[src/mioc_regs.vh]
// Constants for the machine I/O control block: register offsets, fields, resets, timing.
// Assumes a 50 MHz core clock and a plain strobe register port with 4-bit word addresses.
`ifndef MIOC_REGS_VH
`define MIOC_REGS_VH

`define MIOC_CLK_HZ         50000000
`define MIOC_PEDAL_HOLD_MS  100
`define MIOC_PEDAL_CYCLES   ((`MIOC_CLK_HZ / 1000) * `MIOC_PEDAL_HOLD_MS)

`define MIOC_ADDR_W         4
`define MIOC_OFF_CTRL       4'h0
`define MIOC_OFF_LAYER      4'h1
`define MIOC_OFF_STATUS     4'h2
`define MIOC_OFF_IRQ_STAT   4'h3
`define MIOC_OFF_IRQ_MASK   4'h4
`define MIOC_OFF_INPUTS     4'h5

// Control register fields
`define MIOC_CTRL_BLOW_EN   0
`define MIOC_CTRL_PROT_EN   1
`define MIOC_CTRL_LMT_POL   2
`define MIOC_CTRL_SPECIAL   3
`define MIOC_CTRL_CMD_START 4
`define MIOC_CTRL_CMD_PAUSE 5
`define MIOC_CTRL_CMD_STOP  6
`define MIOC_CTRL_CMD_DONE  7
`define MIOC_CTRL_RESET     8'h00

// Job states
`define MIOC_ST_IDLE        2'h0
`define MIOC_ST_RUN         2'h1
`define MIOC_ST_PAUSE       2'h2

// Event bits
`define MIOC_EV_PEDAL       0
`define MIOC_EV_PROTECT     1
`define MIOC_EV_LIMIT       2
`define MIOC_EV_DONE        3
`define MIOC_EV_W           4

`endif

[src/mioc_machine_io_control.v]
// Machine I/O control: job state, pedal qualification, protection, blower, laser and limit logic.
// Assumes inputs synchronous-capable pins, a plain strobe register port and a 50 MHz clock.
//
// Summary of operation
// - Job-running output goes active while a job is executing.
// - Pause keeps job-running output; completion or stop drives it inactive (here a completion write acts only while running and is ignored while paused).
// - Blower enabled: output follows blower control; disabled: special function bit.
// - Blower on/off comes from a per-layer setting of the running layer.
// - Blower output active while blower on, inactive while off.
// - Pedal press accepted only after 100 ms continuous low.
// - Accepted press starts idle job, pauses running job, resumes paused job.
// - A press beginning under 100 ms after previous press is ignored.
// - Protection input has an enable; disabled means not sampled, no action.
// - Manual fire laser while manual-fire input low; off when high.
// - Each axis has min and max limit inputs, identical layout per pair.
// - Default polarity: low means limit reached, indicator lit.
// - Polarity selectable; decides homing limit detection and indicator state.
// - Spare outputs stay inactive; spare input ignored.
//
// The strobed register port and the placing of the registers were decided locally.
`timescale 1ns/1ps
`include "mioc_regs.vh"

module mioc_machine_io_control #(
	parameter N_AXES        = 4,
	parameter N_LAYERS      = 8,
	parameter PEDAL_CYCLES  = `MIOC_PEDAL_CYCLES
) (
	// Clock and reset
	input  wire                      i_core_clk,
	input  wire                      i_arst_n,
	// Register port
	input  wire [`MIOC_ADDR_W-1:0]   i_addr,
	input  wire [31:0]               i_wdata,
	input  wire                      i_wr,
	input  wire                      i_rd,
	output reg  [31:0]               o_rdata,
	output reg                       o_irq,
	// Machine inputs, raw pins
	input  wire                      i_pedal_in_n,
	input  wire                      i_protect_in,
	input  wire                      i_fire_in_n,
	input  wire                      i_spare_in,
	input  wire [N_AXES-1:0]         i_min_limit,
	input  wire [N_AXES-1:0]         i_max_limit,
	// From the motion core
	input  wire [2:0]                i_layer,
	input  wire                      i_homing,
	// Machine outputs
	output reg                       o_job_run,
	output reg                       o_blower,
	output reg                       o_laser_on,
	output reg                       o_spare_out_a,
	output reg                       o_spare_out_b,
	output reg  [N_AXES-1:0]         o_min_led,
	output reg  [N_AXES-1:0]         o_max_led,
	output reg  [N_AXES-1:0]         o_min_hit,
	output reg  [N_AXES-1:0]         o_max_hit,
	output reg                       o_paused
);

	localparam NIN = 3 + 2 * N_AXES;
	// A zero hold count could never qualify a press, so one cycle is the floor
	localparam [31:0] HOLD = (PEDAL_CYCLES < 1) ? 32'h1 : PEDAL_CYCLES;

	// Two-flop synchroniser for every pin; spare input deliberately excluded
	// Flops reset high, the released level of pedal, fire and limits, so no false press or limit edge follows reset
	wire [NIN-1:0] raw_w = {i_max_limit, i_min_limit, i_fire_in_n, i_protect_in, i_pedal_in_n};
	reg  [NIN-1:0] sync1_q;
	reg  [NIN-1:0] sync2_q;
	always @(posedge i_core_clk or negedge i_arst_n)
	begin
		if (!i_arst_n)
		begin
			sync1_q <= {NIN{1'b1}};
			sync2_q <= {NIN{1'b1}};
		end
		else
		begin
			sync1_q <= raw_w;
			sync2_q <= sync1_q;
		end
	end

	wire              pedal_low_w = ~sync2_q[0];
	wire              prot_w      = sync2_q[1];
	wire              fire_low_w  = ~sync2_q[2];
	wire [N_AXES-1:0] min_w       = sync2_q[3 +: N_AXES];
	wire [N_AXES-1:0] max_w       = sync2_q[3+N_AXES +: N_AXES];

	// Registers
	reg [7:0]          ctrl_q;
	reg [N_LAYERS-1:0] layer_q;
	reg [`MIOC_EV_W-1:0] irq_stat_q;
	reg [`MIOC_EV_W-1:0] irq_mask_q;
	reg [1:0]          state_q;
	reg [1:0]          state_d;
	reg [31:0]         hold_cnt_q;
	reg [31:0]         gap_cnt_q;
	reg                pressed_q;
	reg                prot_act_q;

	// Command bits act only in the cycle of the write
	wire wr_ctrl_w = i_wr && (i_addr == `MIOC_OFF_CTRL);
	wire cmd_start = wr_ctrl_w && i_wdata[`MIOC_CTRL_CMD_START];
	wire cmd_pause = wr_ctrl_w && i_wdata[`MIOC_CTRL_CMD_PAUSE];
	wire cmd_stop  = wr_ctrl_w && i_wdata[`MIOC_CTRL_CMD_STOP];
	wire cmd_done  = wr_ctrl_w && i_wdata[`MIOC_CTRL_CMD_DONE];

	// Pedal qualification: hold counter for the press, gap counter from last press start
	wire press_begin_w = pedal_low_w && (hold_cnt_q == 32'h0);
	wire gap_ok_w      = (gap_cnt_q >= HOLD);
	reg  press_valid_q;
	wire pedal_evt_w   = pedal_low_w && press_valid_q && !pressed_q && (hold_cnt_q == HOLD - 32'h1);

	always @(posedge i_core_clk or negedge i_arst_n)
	begin
		if (!i_arst_n)
		begin
			hold_cnt_q    <= 32'h0;
			gap_cnt_q     <= 32'hFFFFFFFF;
			pressed_q     <= 1'b0;
			press_valid_q <= 1'b0;
		end
		else
		begin
			if (!pedal_low_w)
			begin
				hold_cnt_q <= 32'h0; // short lows are dropped
				pressed_q  <= 1'b0;
			end
			// Saturate at the event count; pressed_q keeps a held pedal to one event
			else if (hold_cnt_q != HOLD - 32'h1)
				hold_cnt_q <= hold_cnt_q + 32'h1;
			if (pedal_evt_w)
				pressed_q <= 1'b1;
			// Spacing is judged at the press start and kept for the whole press
			if (press_begin_w)
			begin
				press_valid_q <= gap_ok_w;
				gap_cnt_q     <= 32'h0;
			end
			// Stops once the quiet time is met, so it cannot wrap
			else if (!gap_ok_w)
				gap_cnt_q <= gap_cnt_q + 32'h1;
		end
	end

	// Protection only looked at when enabled
	wire prot_trip_w = ctrl_q[`MIOC_CTRL_PROT_EN] && prot_w;

	// Job state machine
	// Software commands and the pedal share one path; protection blocks any start
	always @*
	begin
		state_d = state_q;
		case (state_q)
			`MIOC_ST_IDLE:
				if ((pedal_evt_w || cmd_start) && !prot_trip_w)
					state_d = `MIOC_ST_RUN;
			`MIOC_ST_RUN:
				if (cmd_stop || cmd_done)
					state_d = `MIOC_ST_IDLE;
				else if (pedal_evt_w || cmd_pause || prot_trip_w)
					state_d = `MIOC_ST_PAUSE;
			`MIOC_ST_PAUSE:
				if (cmd_stop)
					state_d = `MIOC_ST_IDLE;
				else if ((pedal_evt_w || cmd_start) && !prot_trip_w)
					state_d = `MIOC_ST_RUN;
			default:
				state_d = `MIOC_ST_IDLE;
		endcase
	end

	// Limit detection per axis with selectable polarity
	// Homing and the indicators see the same polarity-corrected level
	wire [N_AXES-1:0] min_hit_w;
	wire [N_AXES-1:0] max_hit_w;
	genvar g;
	generate
		for (g = 0; g < N_AXES; g = g + 1)
		begin : g_axis
			assign min_hit_w[g] = ctrl_q[`MIOC_CTRL_LMT_POL] ? min_w[g] : ~min_w[g];
			assign max_hit_w[g] = ctrl_q[`MIOC_CTRL_LMT_POL] ? max_w[g] : ~max_w[g];
		end
	endgenerate

	// Events are one-cycle pulses collected into the sticky status
	reg [N_AXES*2-1:0] hit_prev_q;
	wire limit_evt_w = |({max_hit_w, min_hit_w} & ~hit_prev_q);
	wire prot_evt_w  = prot_trip_w && !prot_act_q;
	wire done_evt_w  = (state_q != `MIOC_ST_IDLE) && (state_d == `MIOC_ST_IDLE);
	wire [`MIOC_EV_W-1:0] ev_w = {done_evt_w, limit_evt_w, prot_evt_w, pedal_evt_w};

	wire blow_layer_w = layer_q[i_layer[2:0]];

	// Next status and mask feed the interrupt flop, so the line drops on the edge of the read-clear
	reg [`MIOC_EV_W-1:0] irq_stat_d;
	reg [`MIOC_EV_W-1:0] irq_mask_d;
	always @*
	begin
		irq_mask_d = irq_mask_q;
		if (i_wr && (i_addr == `MIOC_OFF_IRQ_MASK))
			irq_mask_d = i_wdata[`MIOC_EV_W-1:0];
		// A read clears status, but an event in the same cycle still lands
		if (i_rd && (i_addr == `MIOC_OFF_IRQ_STAT))
			irq_stat_d = ev_w;
		else
			irq_stat_d = irq_stat_q | ev_w;
	end

	// Read mux; unmapped offsets and idle cycles give zero
	reg [31:0] rdata_d;
	always @*
	begin
		rdata_d = 32'h0;
		if (i_rd)
		begin
			case (i_addr)
				`MIOC_OFF_CTRL:     rdata_d = {24'h0, ctrl_q};
				`MIOC_OFF_LAYER:    rdata_d = {{(32-N_LAYERS){1'b0}}, layer_q};
				`MIOC_OFF_STATUS:   rdata_d = {28'h0, prot_act_q, pressed_q, state_q};
				`MIOC_OFF_IRQ_STAT: rdata_d = {28'h0, irq_stat_q};
				`MIOC_OFF_IRQ_MASK: rdata_d = {28'h0, irq_mask_q};
				`MIOC_OFF_INPUTS:   rdata_d = {{(29-2*N_AXES){1'b0}}, max_hit_w, min_hit_w, ~fire_low_w, prot_w, ~pedal_low_w};
				default:            rdata_d = 32'h0;
			endcase
		end
	end

	// Configuration, job state and interrupt registers
	always @(posedge i_core_clk or negedge i_arst_n)
	begin
		if (!i_arst_n)
		begin
			ctrl_q     <= `MIOC_CTRL_RESET;
			layer_q    <= {N_LAYERS{1'b0}};
			irq_mask_q <= {`MIOC_EV_W{1'b0}};
			irq_stat_q <= {`MIOC_EV_W{1'b0}};
			state_q    <= `MIOC_ST_IDLE;
			prot_act_q <= 1'b0;
			hit_prev_q <= {N_AXES*2{1'b0}};
			o_irq      <= 1'b0;
			o_rdata    <= 32'h0;
		end
		else
		begin
			state_q    <= state_d;
			prot_act_q <= prot_trip_w;
			hit_prev_q <= {max_hit_w, min_hit_w};
			if (wr_ctrl_w)
				ctrl_q <= {4'h0, i_wdata[3:0]}; // Command bits are self-clearing
			if (i_wr && (i_addr == `MIOC_OFF_LAYER))
				layer_q <= i_wdata[N_LAYERS-1:0];
			irq_mask_q <= irq_mask_d;
			irq_stat_q <= irq_stat_d;
			o_irq      <= |(irq_stat_d & irq_mask_d);
			o_rdata    <= rdata_d; // Stands for one cycle, then returns to zero
		end
	end

	// Machine outputs, each straight from a flop
	always @(posedge i_core_clk or negedge i_arst_n)
	begin
		if (!i_arst_n)
		begin
			o_job_run     <= 1'b0;
			o_blower      <= 1'b0;
			o_laser_on    <= 1'b0;
			o_spare_out_a <= 1'b0;
			o_spare_out_b <= 1'b0;
			o_min_led     <= {N_AXES{1'b0}};
			o_max_led     <= {N_AXES{1'b0}};
			o_min_hit     <= {N_AXES{1'b0}};
			o_max_hit     <= {N_AXES{1'b0}};
			o_paused      <= 1'b0;
		end
		else
		begin
			// Running and paused both keep the job output on
			o_job_run <= (state_d != `MIOC_ST_IDLE);
			o_paused  <= (state_d == `MIOC_ST_PAUSE);
			// Blower only runs with the job; the special function is a software level
			if (ctrl_q[`MIOC_CTRL_BLOW_EN])
				o_blower <= (state_d == `MIOC_ST_RUN) && blow_layer_w;
			else
				o_blower <= ctrl_q[`MIOC_CTRL_SPECIAL];
			// Protection overrides the manual fire button
			o_laser_on    <= fire_low_w && !prot_trip_w;
			// Spares have no function; held low so attached relays stay off
			o_spare_out_a <= 1'b0;
			o_spare_out_b <= 1'b0;
			o_min_led     <= min_hit_w;
			o_max_led     <= max_hit_w;
			o_min_hit     <= min_hit_w & {N_AXES{i_homing}};
			o_max_hit     <= max_hit_w & {N_AXES{i_homing}};
		end
	end

endmodule

[config.mk]
export PLATFORM = sky130hd
export DESIGN_NAME = mioc_machine_io_control
export DESIGN_NICKNAME = d
export VERILOG_FILES = /design/src/mioc_machine_io_control.v
export VERILOG_INCLUDE_DIRS = /design/src
export SDC_FILE = /design/constraint.sdc
export NUM_CORES = 1
export LEC_CHECK = 0
export ABC_AREA = 1
export BUFFER_PORTS_ARGS = -buffer_cell sky130_fd_sc_hd__clkbuf_2
export CAP_MARGIN = 20
export CORE_MARGIN = 10
export CORE_UTILIZATION = 34
export CTS_BUF_LIST = sky130_fd_sc_hd__clkbuf_4 sky130_fd_sc_hd__clkbuf_8
export DETAILED_ROUTE_END_ITERATION = 7
export PLACE_DENSITY_LB_ADDON = 0.1
export SLEW_MARGIN = 0
export SYNTH_ARGS = -nofsm -noshare
export SYNTH_HDL_FRONTEND = slang
export SYNTH_SLANG_ARGS = --single-unit
[constraint.sdc]
create_clock -name i_core_clk -period 1.7 [get_ports i_core_clk]
set_clock_uncertainty 0.15 [all_clocks]
set_input_delay 0.085 -clock i_core_clk [delete_from_list [all_inputs] [get_ports i_core_clk]]
set_output_delay 0.085 -clock i_core_clk [all_outputs]
set_load 0.05 [all_outputs]
==> results of run 1 <==
## routing by layer
| metal | vias up | part of all wire, % | GRT usage, % |
|---|---|---|---|
| met2 | 124 | 49 | 25.1 |
| met3 | 30 | 4.5 | 3.01 |
| met4 | 0 | 1.7 | 5.11 |
| met1 | 3121 | 45 | 18.9 |
| met5 | - | 0 | 0 |
| li1 | 3238 | - | - |
## path summary, 6_finish.rpt
check / endpoint / slack, ns / cells past startpoint
setup / recovery: gap_cnt_q[23] / -0.22 / 10
hold / removal: ctrl_q[2] / 0.02 / 5
setup reg to reg: gap_cnt_q[23] / -0.22 / 10
hold reg to reg: sync2_q[9] / 0.20 / 0
max in group asynchronous: ctrl_q[2] / 0.41 / 4
min in group asynchronous: sync2_q[10] / 0.15 / 2
## state kept, by name, indices dropped and copies added, names as in the netlist, 4 cells and up
signal / count
gap_cnt_q: 32
hold_cnt_q: 32
o_rdata: 11
sync1_q: 11
sync2_q: 11
layer_q: 8
ctrl_q: 4
irq_mask_q: 4
irq_stat_q: 4
o_max_hit: 4
o_min_hit: 4
## what timing repair did
action                     4_1_cts  5_1_grt
gates cloned                     3        1
hold endpoints to repair       196        1
resized for setup              108      126
setup endpoints to repair       64       70
setup buffers                   14       32
pin swaps                       36       54
## kinds of logic after synthesis
family                   synth area share (%)
AND/OR/NAND/NOR                          26.6
flip-flops                               51.1
buffers and inverters                    9.00
AO/OA/AOI/OAI                            7.94
XOR/XNOR                                 3.92
multiplexers                            0.771
adder cells (fa/ha/maj)                 0.701
other                                  0.0525
## per-stage QoR
step	std cells	cell area, sq um	utilization, %
floorplan	822	7280	-
global placement	1293	9050	44.3
detailed placement	1293	9050	44.3
CTS	1376	10300	50.6
global route	1406	11100	54.4
finish	1406	11100	54.4
## report_power, final
part,switching (uW),internal [uW],leakage (uW)
combinational,1280,725,0.00330
sequential,203,3760,0.00172
clock,1620,1140,0.000209
total,3100,5630,0.00523
## worst reg2reg max path, delay by kind of cell (launching register included)
family	cells	cell delay (ns)
buffers and inverters	3	0.41
AND/OR/NAND/NOR	7	0.91
flip-flops	1	0.39
## layout make-up
type                    instances  area share, %
clock buffers                  17           2.10
clock inverters                15           1.63
flip-flops and latches        143           32.9
repair buffers                314           22.7
multi-input cells             540           33.7
well taps                     270           3.04
inverters                     107           3.86
## cells in the final DEF, fill, tap and decap left out, types with 8 or more instances in the layout
cell type	Yosys	layout
buf_4	24	179
inv_1	85	75
nand3_1	65	50
o21ai_1	8	15
nand3_2	1	11
dlygate4sd3_1	0	35
nor3_2	5	12
o21ai_2	0	9
nand4_1	19	19
o22ai_1	8	8
nand2_2	14	27
conb_1	1	23
nor3_1	31	11
clkbuf_8	0	17
nor3_4	0	13
dfstp_2	54	54
inv_2	18	23
nand2_1	112	89
nor2_4	7	19
buf_12	0	9
buf_6	1	30
xor2_1	23	22
a21oi_1	22	17
clkbuf_2	0	60
nor2_2	6	21
dfrtp_1	89	82
o21ai_0	42	26
xnor2_1	9	9
nand2_4	7	15
nor2_1	87	60
## cells in the mapped netlist, types with 2 or more instances
cell type,count
inv_1,85
nand3_4,2
nand2_1,112
nand2_2,14
a32o_1,5
nand3_1,65
o22ai_1,8
nor3_1,31
o31ai_1,3
clkbuf_1,2
dfstp_2,54
nand2_4,7
buf_2,8
nor2_1,87
clkinv_1,3
buf_4,24
nor2_4,7
a22oi_1,4
a21oi_1,22
nor2_2,6
a211oi_1,2
inv_2,18
ha_1,4
nand3b_1,2
xor2_1,23
o21ai_0,42
dfrtp_1,89
o21ai_1,8
nor4_2,2
nand4_1,19
xnor2_1,9
nor4_1,8
nor3_2,5
mux2_2,4
==> metrics, run 1 <==
status=complete, but fails checks; failing checks=setup timing; largest stage delay on the critical path=0.39 ns; DRC viols=0; Final TNS setup=-6.57 ns; DR iter-0 viols=279; PwrDens=785 nW/um^2; RSZ-0062 raised after global routing=true; critical path class=reg2reg; final period utilization=113%; DIE AREA=27200 sq um; Primary FF master, synth=dfrtp_1; Worst Path Max Fanout=4; synthesized flop and latch total=143; clk_lat worst skew=0.45 ns; area of the multi-input gates=3750 sq um; vias=6513; Max Cap Viol=0; final hold vios=0; Tot GR Track Use=15.0%; FFs w/ async S/R, synth=100%; # diodes=0; vias per cell=4.63; fin nets=1183; hold_sp=i_addr[3]; DIE HEIGHT=165 um; Reg-to-Reg Start=hold_cnt_q[25]; storage element area=3650 sq um; DR WL/cell=14.8 um; Layout Area Growth over Synthesis=55.6%; Num CTS Buffers=17; Syn Inst Count=800; Syn Std Cell Area=7140 sq um; CTS sink count=143; io pins=111; Syn Area/Cell=8.93 sq um; Yosys warning total=0; pin count of the biggest net entering global routing=26; Setup crit start kind=flip-flop; Final Setup Violations=60; first-pass GRT wire length=32800 um; DIE WIDTH=165 um; Root Buffer=clkbuf_8; CP top delay family=simple AND/OR/NAND/NOR gates; Hold WS=0.0227 ns; slowest CP cell=dfrtp_1; antenna viol nets, final=0; share of cells above drive strength 1=50.3%; Critical path origin=hold_cnt_q[25]; required time of the critical path=1.94 ns; hold buffers post-CTS=35; first drt pass iteration count=4; overall power=8730 uW; Yosys top cell by area=dfrtp_1; hpwl dp=15100 um; Remaining Overflow, GRT=0; Leak=0.00523 uW; vias in the first global route=6564; CTS tree=done; # rows=52; sequential share of the synthesized area=51.1%; CTS Buffer Depth=2; worst min-delay path category=in2reg; Setup WS pre-CTS=-0.316 ns; Initial Util=35.0%; Synth top area share=31.2%; crit path DAT=2.16 ns; wirelength, routed=20800 um; CTS H-tree lvls=4; CP Capture Type=flip-flop; Max Clk Rate=0.521 GHz; Synth area leaders=dfrtp_1, dfstp_2, nand2_1; Max Slew Vio Count=0; EDFF count, synth=0; worst path bufs/invs=3; initial antenna violation count=0; Final Critical Period=1.92 ns; Distinct cells, synth=50; VDD IR-drop max=0.000447 V; # fillers=1812; Placer Congestion=0.878; PortBufs=62; Worst-path clk slew=0.09 ns; core area=20400 sq um; final setup margin=-0.220 ns; critical path cell sequence=inv_1 > nand2_1 > nor2_2 > nand2_2 > nor4_4 > nand4_4 > buf_12 > buf_12 > nand2_8 > nor2_2
Power figures use the tool's default switching activity.
==> run 2: changes to the inputs <==
Settings changed: CORE_MARGIN 10 to 8, SLEW_MARGIN 0 to unset, TNS_END_PERCENT set to 100.
==> run 2 against run 1 <==
Largest cell class is now sequential cells; final area down 5.3%; the run still ends with setup timing left; global-route usage up 0.70 points; maximum frequency down 1.1%; power down 1.6%; wire length down 4.6%; die area down 4.8%; worst setup slack worse by 0.022 ns; sequential cell count unchanged; critical path depth up 4; core utilization down 3.8 points; combinational power down 5%.
==> metrics, run 2 (synthesis gave the netlist of run 1 again) <==
status=complete, but fails checks (unchanged); failing checks=setup timing (unchanged); Layout Area Growth over Synthesis=47.4% (was 55.6%); # rows=53 (was 52); PortBufs=62 (unchanged); Combinational Power Share=22.1% (was 22.9%); fin util=50.6% (was 54.4%); Setup crit start kind=flip-flop (unchanged); R2R cell count=14 (was 10); Initial Util=34.3% (was 35.0%); Num CTS Buffers=17 (unchanged); switching component of the power=3040 uW (was 3100 uW); Finished Layout Cells=1389 (was 1406); Worst Hold Endpoint=irq_stat_q[1] (was ctrl_q[2]); commonest non-fill, non-tap cell in the layout=buf_4 (unchanged); RSZ-0062 raised after global routing=true (unchanged); DR iter-0 viols=229 (was 279); DIE HEIGHT=161 um (was 165 um); share of cells above drive strength 1=44.8% (was 50.3%); fin nets=1161 (was 1183); Tot GR Track Use=15.7% (was 15.0%); Final Setup Violations=55 (was 60); DIE WIDTH=161 um (was 165 um); DR WL/cell=14.3 um (was 14.8 um); CTS H-tree lvls=4 (unchanged); DIE AREA=25900 sq um (was 27200 sq um); final setup margin=-0.241 ns (was -0.220 ns); vias=6209 (was 6513); Reg-to-Reg Start=hold_cnt_q[11] (was hold_cnt_q[25]); io pins=111 (unchanged); Remaining Overflow, GRT=0 (unchanged); first-pass GRT wire length=32800 um (about the same); Worst Path Max Fanout=5 (was 4); # diodes=0 (unchanged); VDD IR-drop max=0.000714 V (was 0.000447 V); CTS Buffer Depth=2 (unchanged); clock share of power=31.6% (about the same); hpwl dp=14900 um (was 15100 um); final period utilization=114% (was 113%); Max Cap Viol=0 (unchanged); Critical R2R Capture=o_job_run (was gap_cnt_q[23]); initial antenna violation count=0 (unchanged); Setup WS pre-CTS=-0.265 ns (was -0.316 ns); DRC viols=0 (unchanged); switching portion of total power=35.4% (was 35.5%); critical path class=reg2reg (unchanged); pin count of the biggest net entering global routing=45 (was 26); top flop regs=gap_cnt_q (32), hold_cnt_q (32) (unchanged); Placer Congestion=0.816 (was 0.878); required time of the critical path=1.90 ns (was 1.94 ns); Max Clk Rate=0.515 GHz (was 0.521 GHz); sequential power share=46.2% (was 45.4%); CTS tree=done (unchanged); Final Critical Period=1.94 ns (was 1.92 ns); vias per cell=4.47 (was 4.63); antenna viol nets, final=0 (unchanged); most frequent cells in the layout=buf_4, nand2_1, dfrtp_1 (unchanged); final hold vios=0 (unchanged); CTS sink count=143 (unchanged); hold_sp=i_addr[0] (was i_addr[3]); vias in the first global route=6345 (was 6564); Leak=0.00496 uW (was 0.00523 uW); dpl cells=1298 (was 1293); Final TNS setup=-7.43 ns (was -6.57 ns); CP Capture Type=flip-flop (unchanged); clk_lat worst skew=0.46 ns (was 0.45 ns); wirelength, routed=19900 um (was 20800 um); reg2reg setup slack=-0.24 ns (was -0.22 ns); Max Slew Vio Count=0 (unchanged); PwrDens=816 nW/um^2 (was 785 nW/um^2); crit path DAT=2.15 ns (was 2.16 ns); worst min-delay path category=in2reg (unchanged); core area=20800 sq um (was 20400 sq um); hold depth=4 (was 5); Root Buffer=clkbuf_8 (unchanged); first drt pass iteration count=4 (unchanged); Worst-path clk slew=0.09 ns (about the same); internal power=5550 uW (was 5630 uW)
## run 2: cell count changes in the layout (fill, tap and decap cells not counted), sizes merged
cell,previous run,this run
buf,219,199
clkinv,10,7
clkinvlp,0,3
nand2,136,133
clkbuf,77,79
dlygate4sd3,35,33
dlymetal6s4s,0,1
## run 2: area by class of cell
type | count | area (sq um)
Fill cell | 2032 | 10300
Sequential cell | 143 | 3650
Multi-Input combinational cell | 537 | 3430
Timing Repair Buffer | 295 | 2290
Inverter | 107 | 414
Tap cell | 275 | 344
Clock buffer | 17 | 234
Clock inverter | 15 | 168
## run 2: repair_timing
item / in CTS / in global routing
hold endpoints to repair: 194 / 1
cloned: 0 / 1
gates resized for setup: 68 / 72
buffers inserted: 16 / 9
pin swaps: 31 / 31
endpoints found under the setup margin: 63 / 78
hold buffers: 33 / 3
## run 2: power groups by stage
stage | Sequential [uW] | Clock (uW) | Combinational [uW]
final | 3970 | 2720 | 1900
after global routing | 4010 | 2980 | 2090
after CTS | 3980 | 2820 | 1850
after detailed placement | 4030 | 0 | 1760
after global placement | 4030 | 0 | 1750
after floorplan | 4380 | 0 | 733
## run 2: how the worst max path moves through the flow
stage | endpoint | depth (start not counted) | startpoint
2_1_floorplan | o_irq | 14 | hold_cnt_q[1]
3_3_place_gp | hold_cnt_q[30] | 7 | hold_cnt_q[10]
3_5_place_dp | hold_cnt_q[30] | 7 | hold_cnt_q[10]
4_1_cts | gap_cnt_q[10] | 8 | hold_cnt_q[1]
5_1_grt | o_irq | 15 | hold_cnt_q[20]
6_report | o_job_run | 14 | hold_cnt_q[11]
## run 2: layer usage
layer | share of wire [%] | vias up | GRT usage, %
met4 | 1.1 | 0 | 3.96
met1 | 48 | 2922 | 20.7
li1 | - | 3183 | -
met5 | 0 | - | 0
met3 | 3.6 | 17 | 3.48
met2 | 48 | 87 | 25.6
## run 2: worst max-delay path, stage by stage, from the launching register on
cell and delay (ns):
dfrtp_1 0.43, buf_4 0.15, nand2_2 0.07, nor2_4 0.11, nand2_4 0.06, nor2_4 0.15, nand3_4 0.12, nand2_4 0.11
nand2_4 0.05, nand2_4 0.08, nand2_4 0.06, nor2_4 0.10, buf_4 0.12, buf_6 0.07, inv_1 0.03
## run 2: through the flow
stage / power (uW) / area, sq um / hold WS, ns
after floorplan: 5110 / 7280 / -0.361
after global placement: 5780 / 9060 / -0.107
after detailed placement: 5790 / 9060 / -0.109
after CTS: 8650 / 10100 / 0.00869
after global routing: 9080 / 10500 / 0.0403
final: 8590 / 10500 / 0.00783
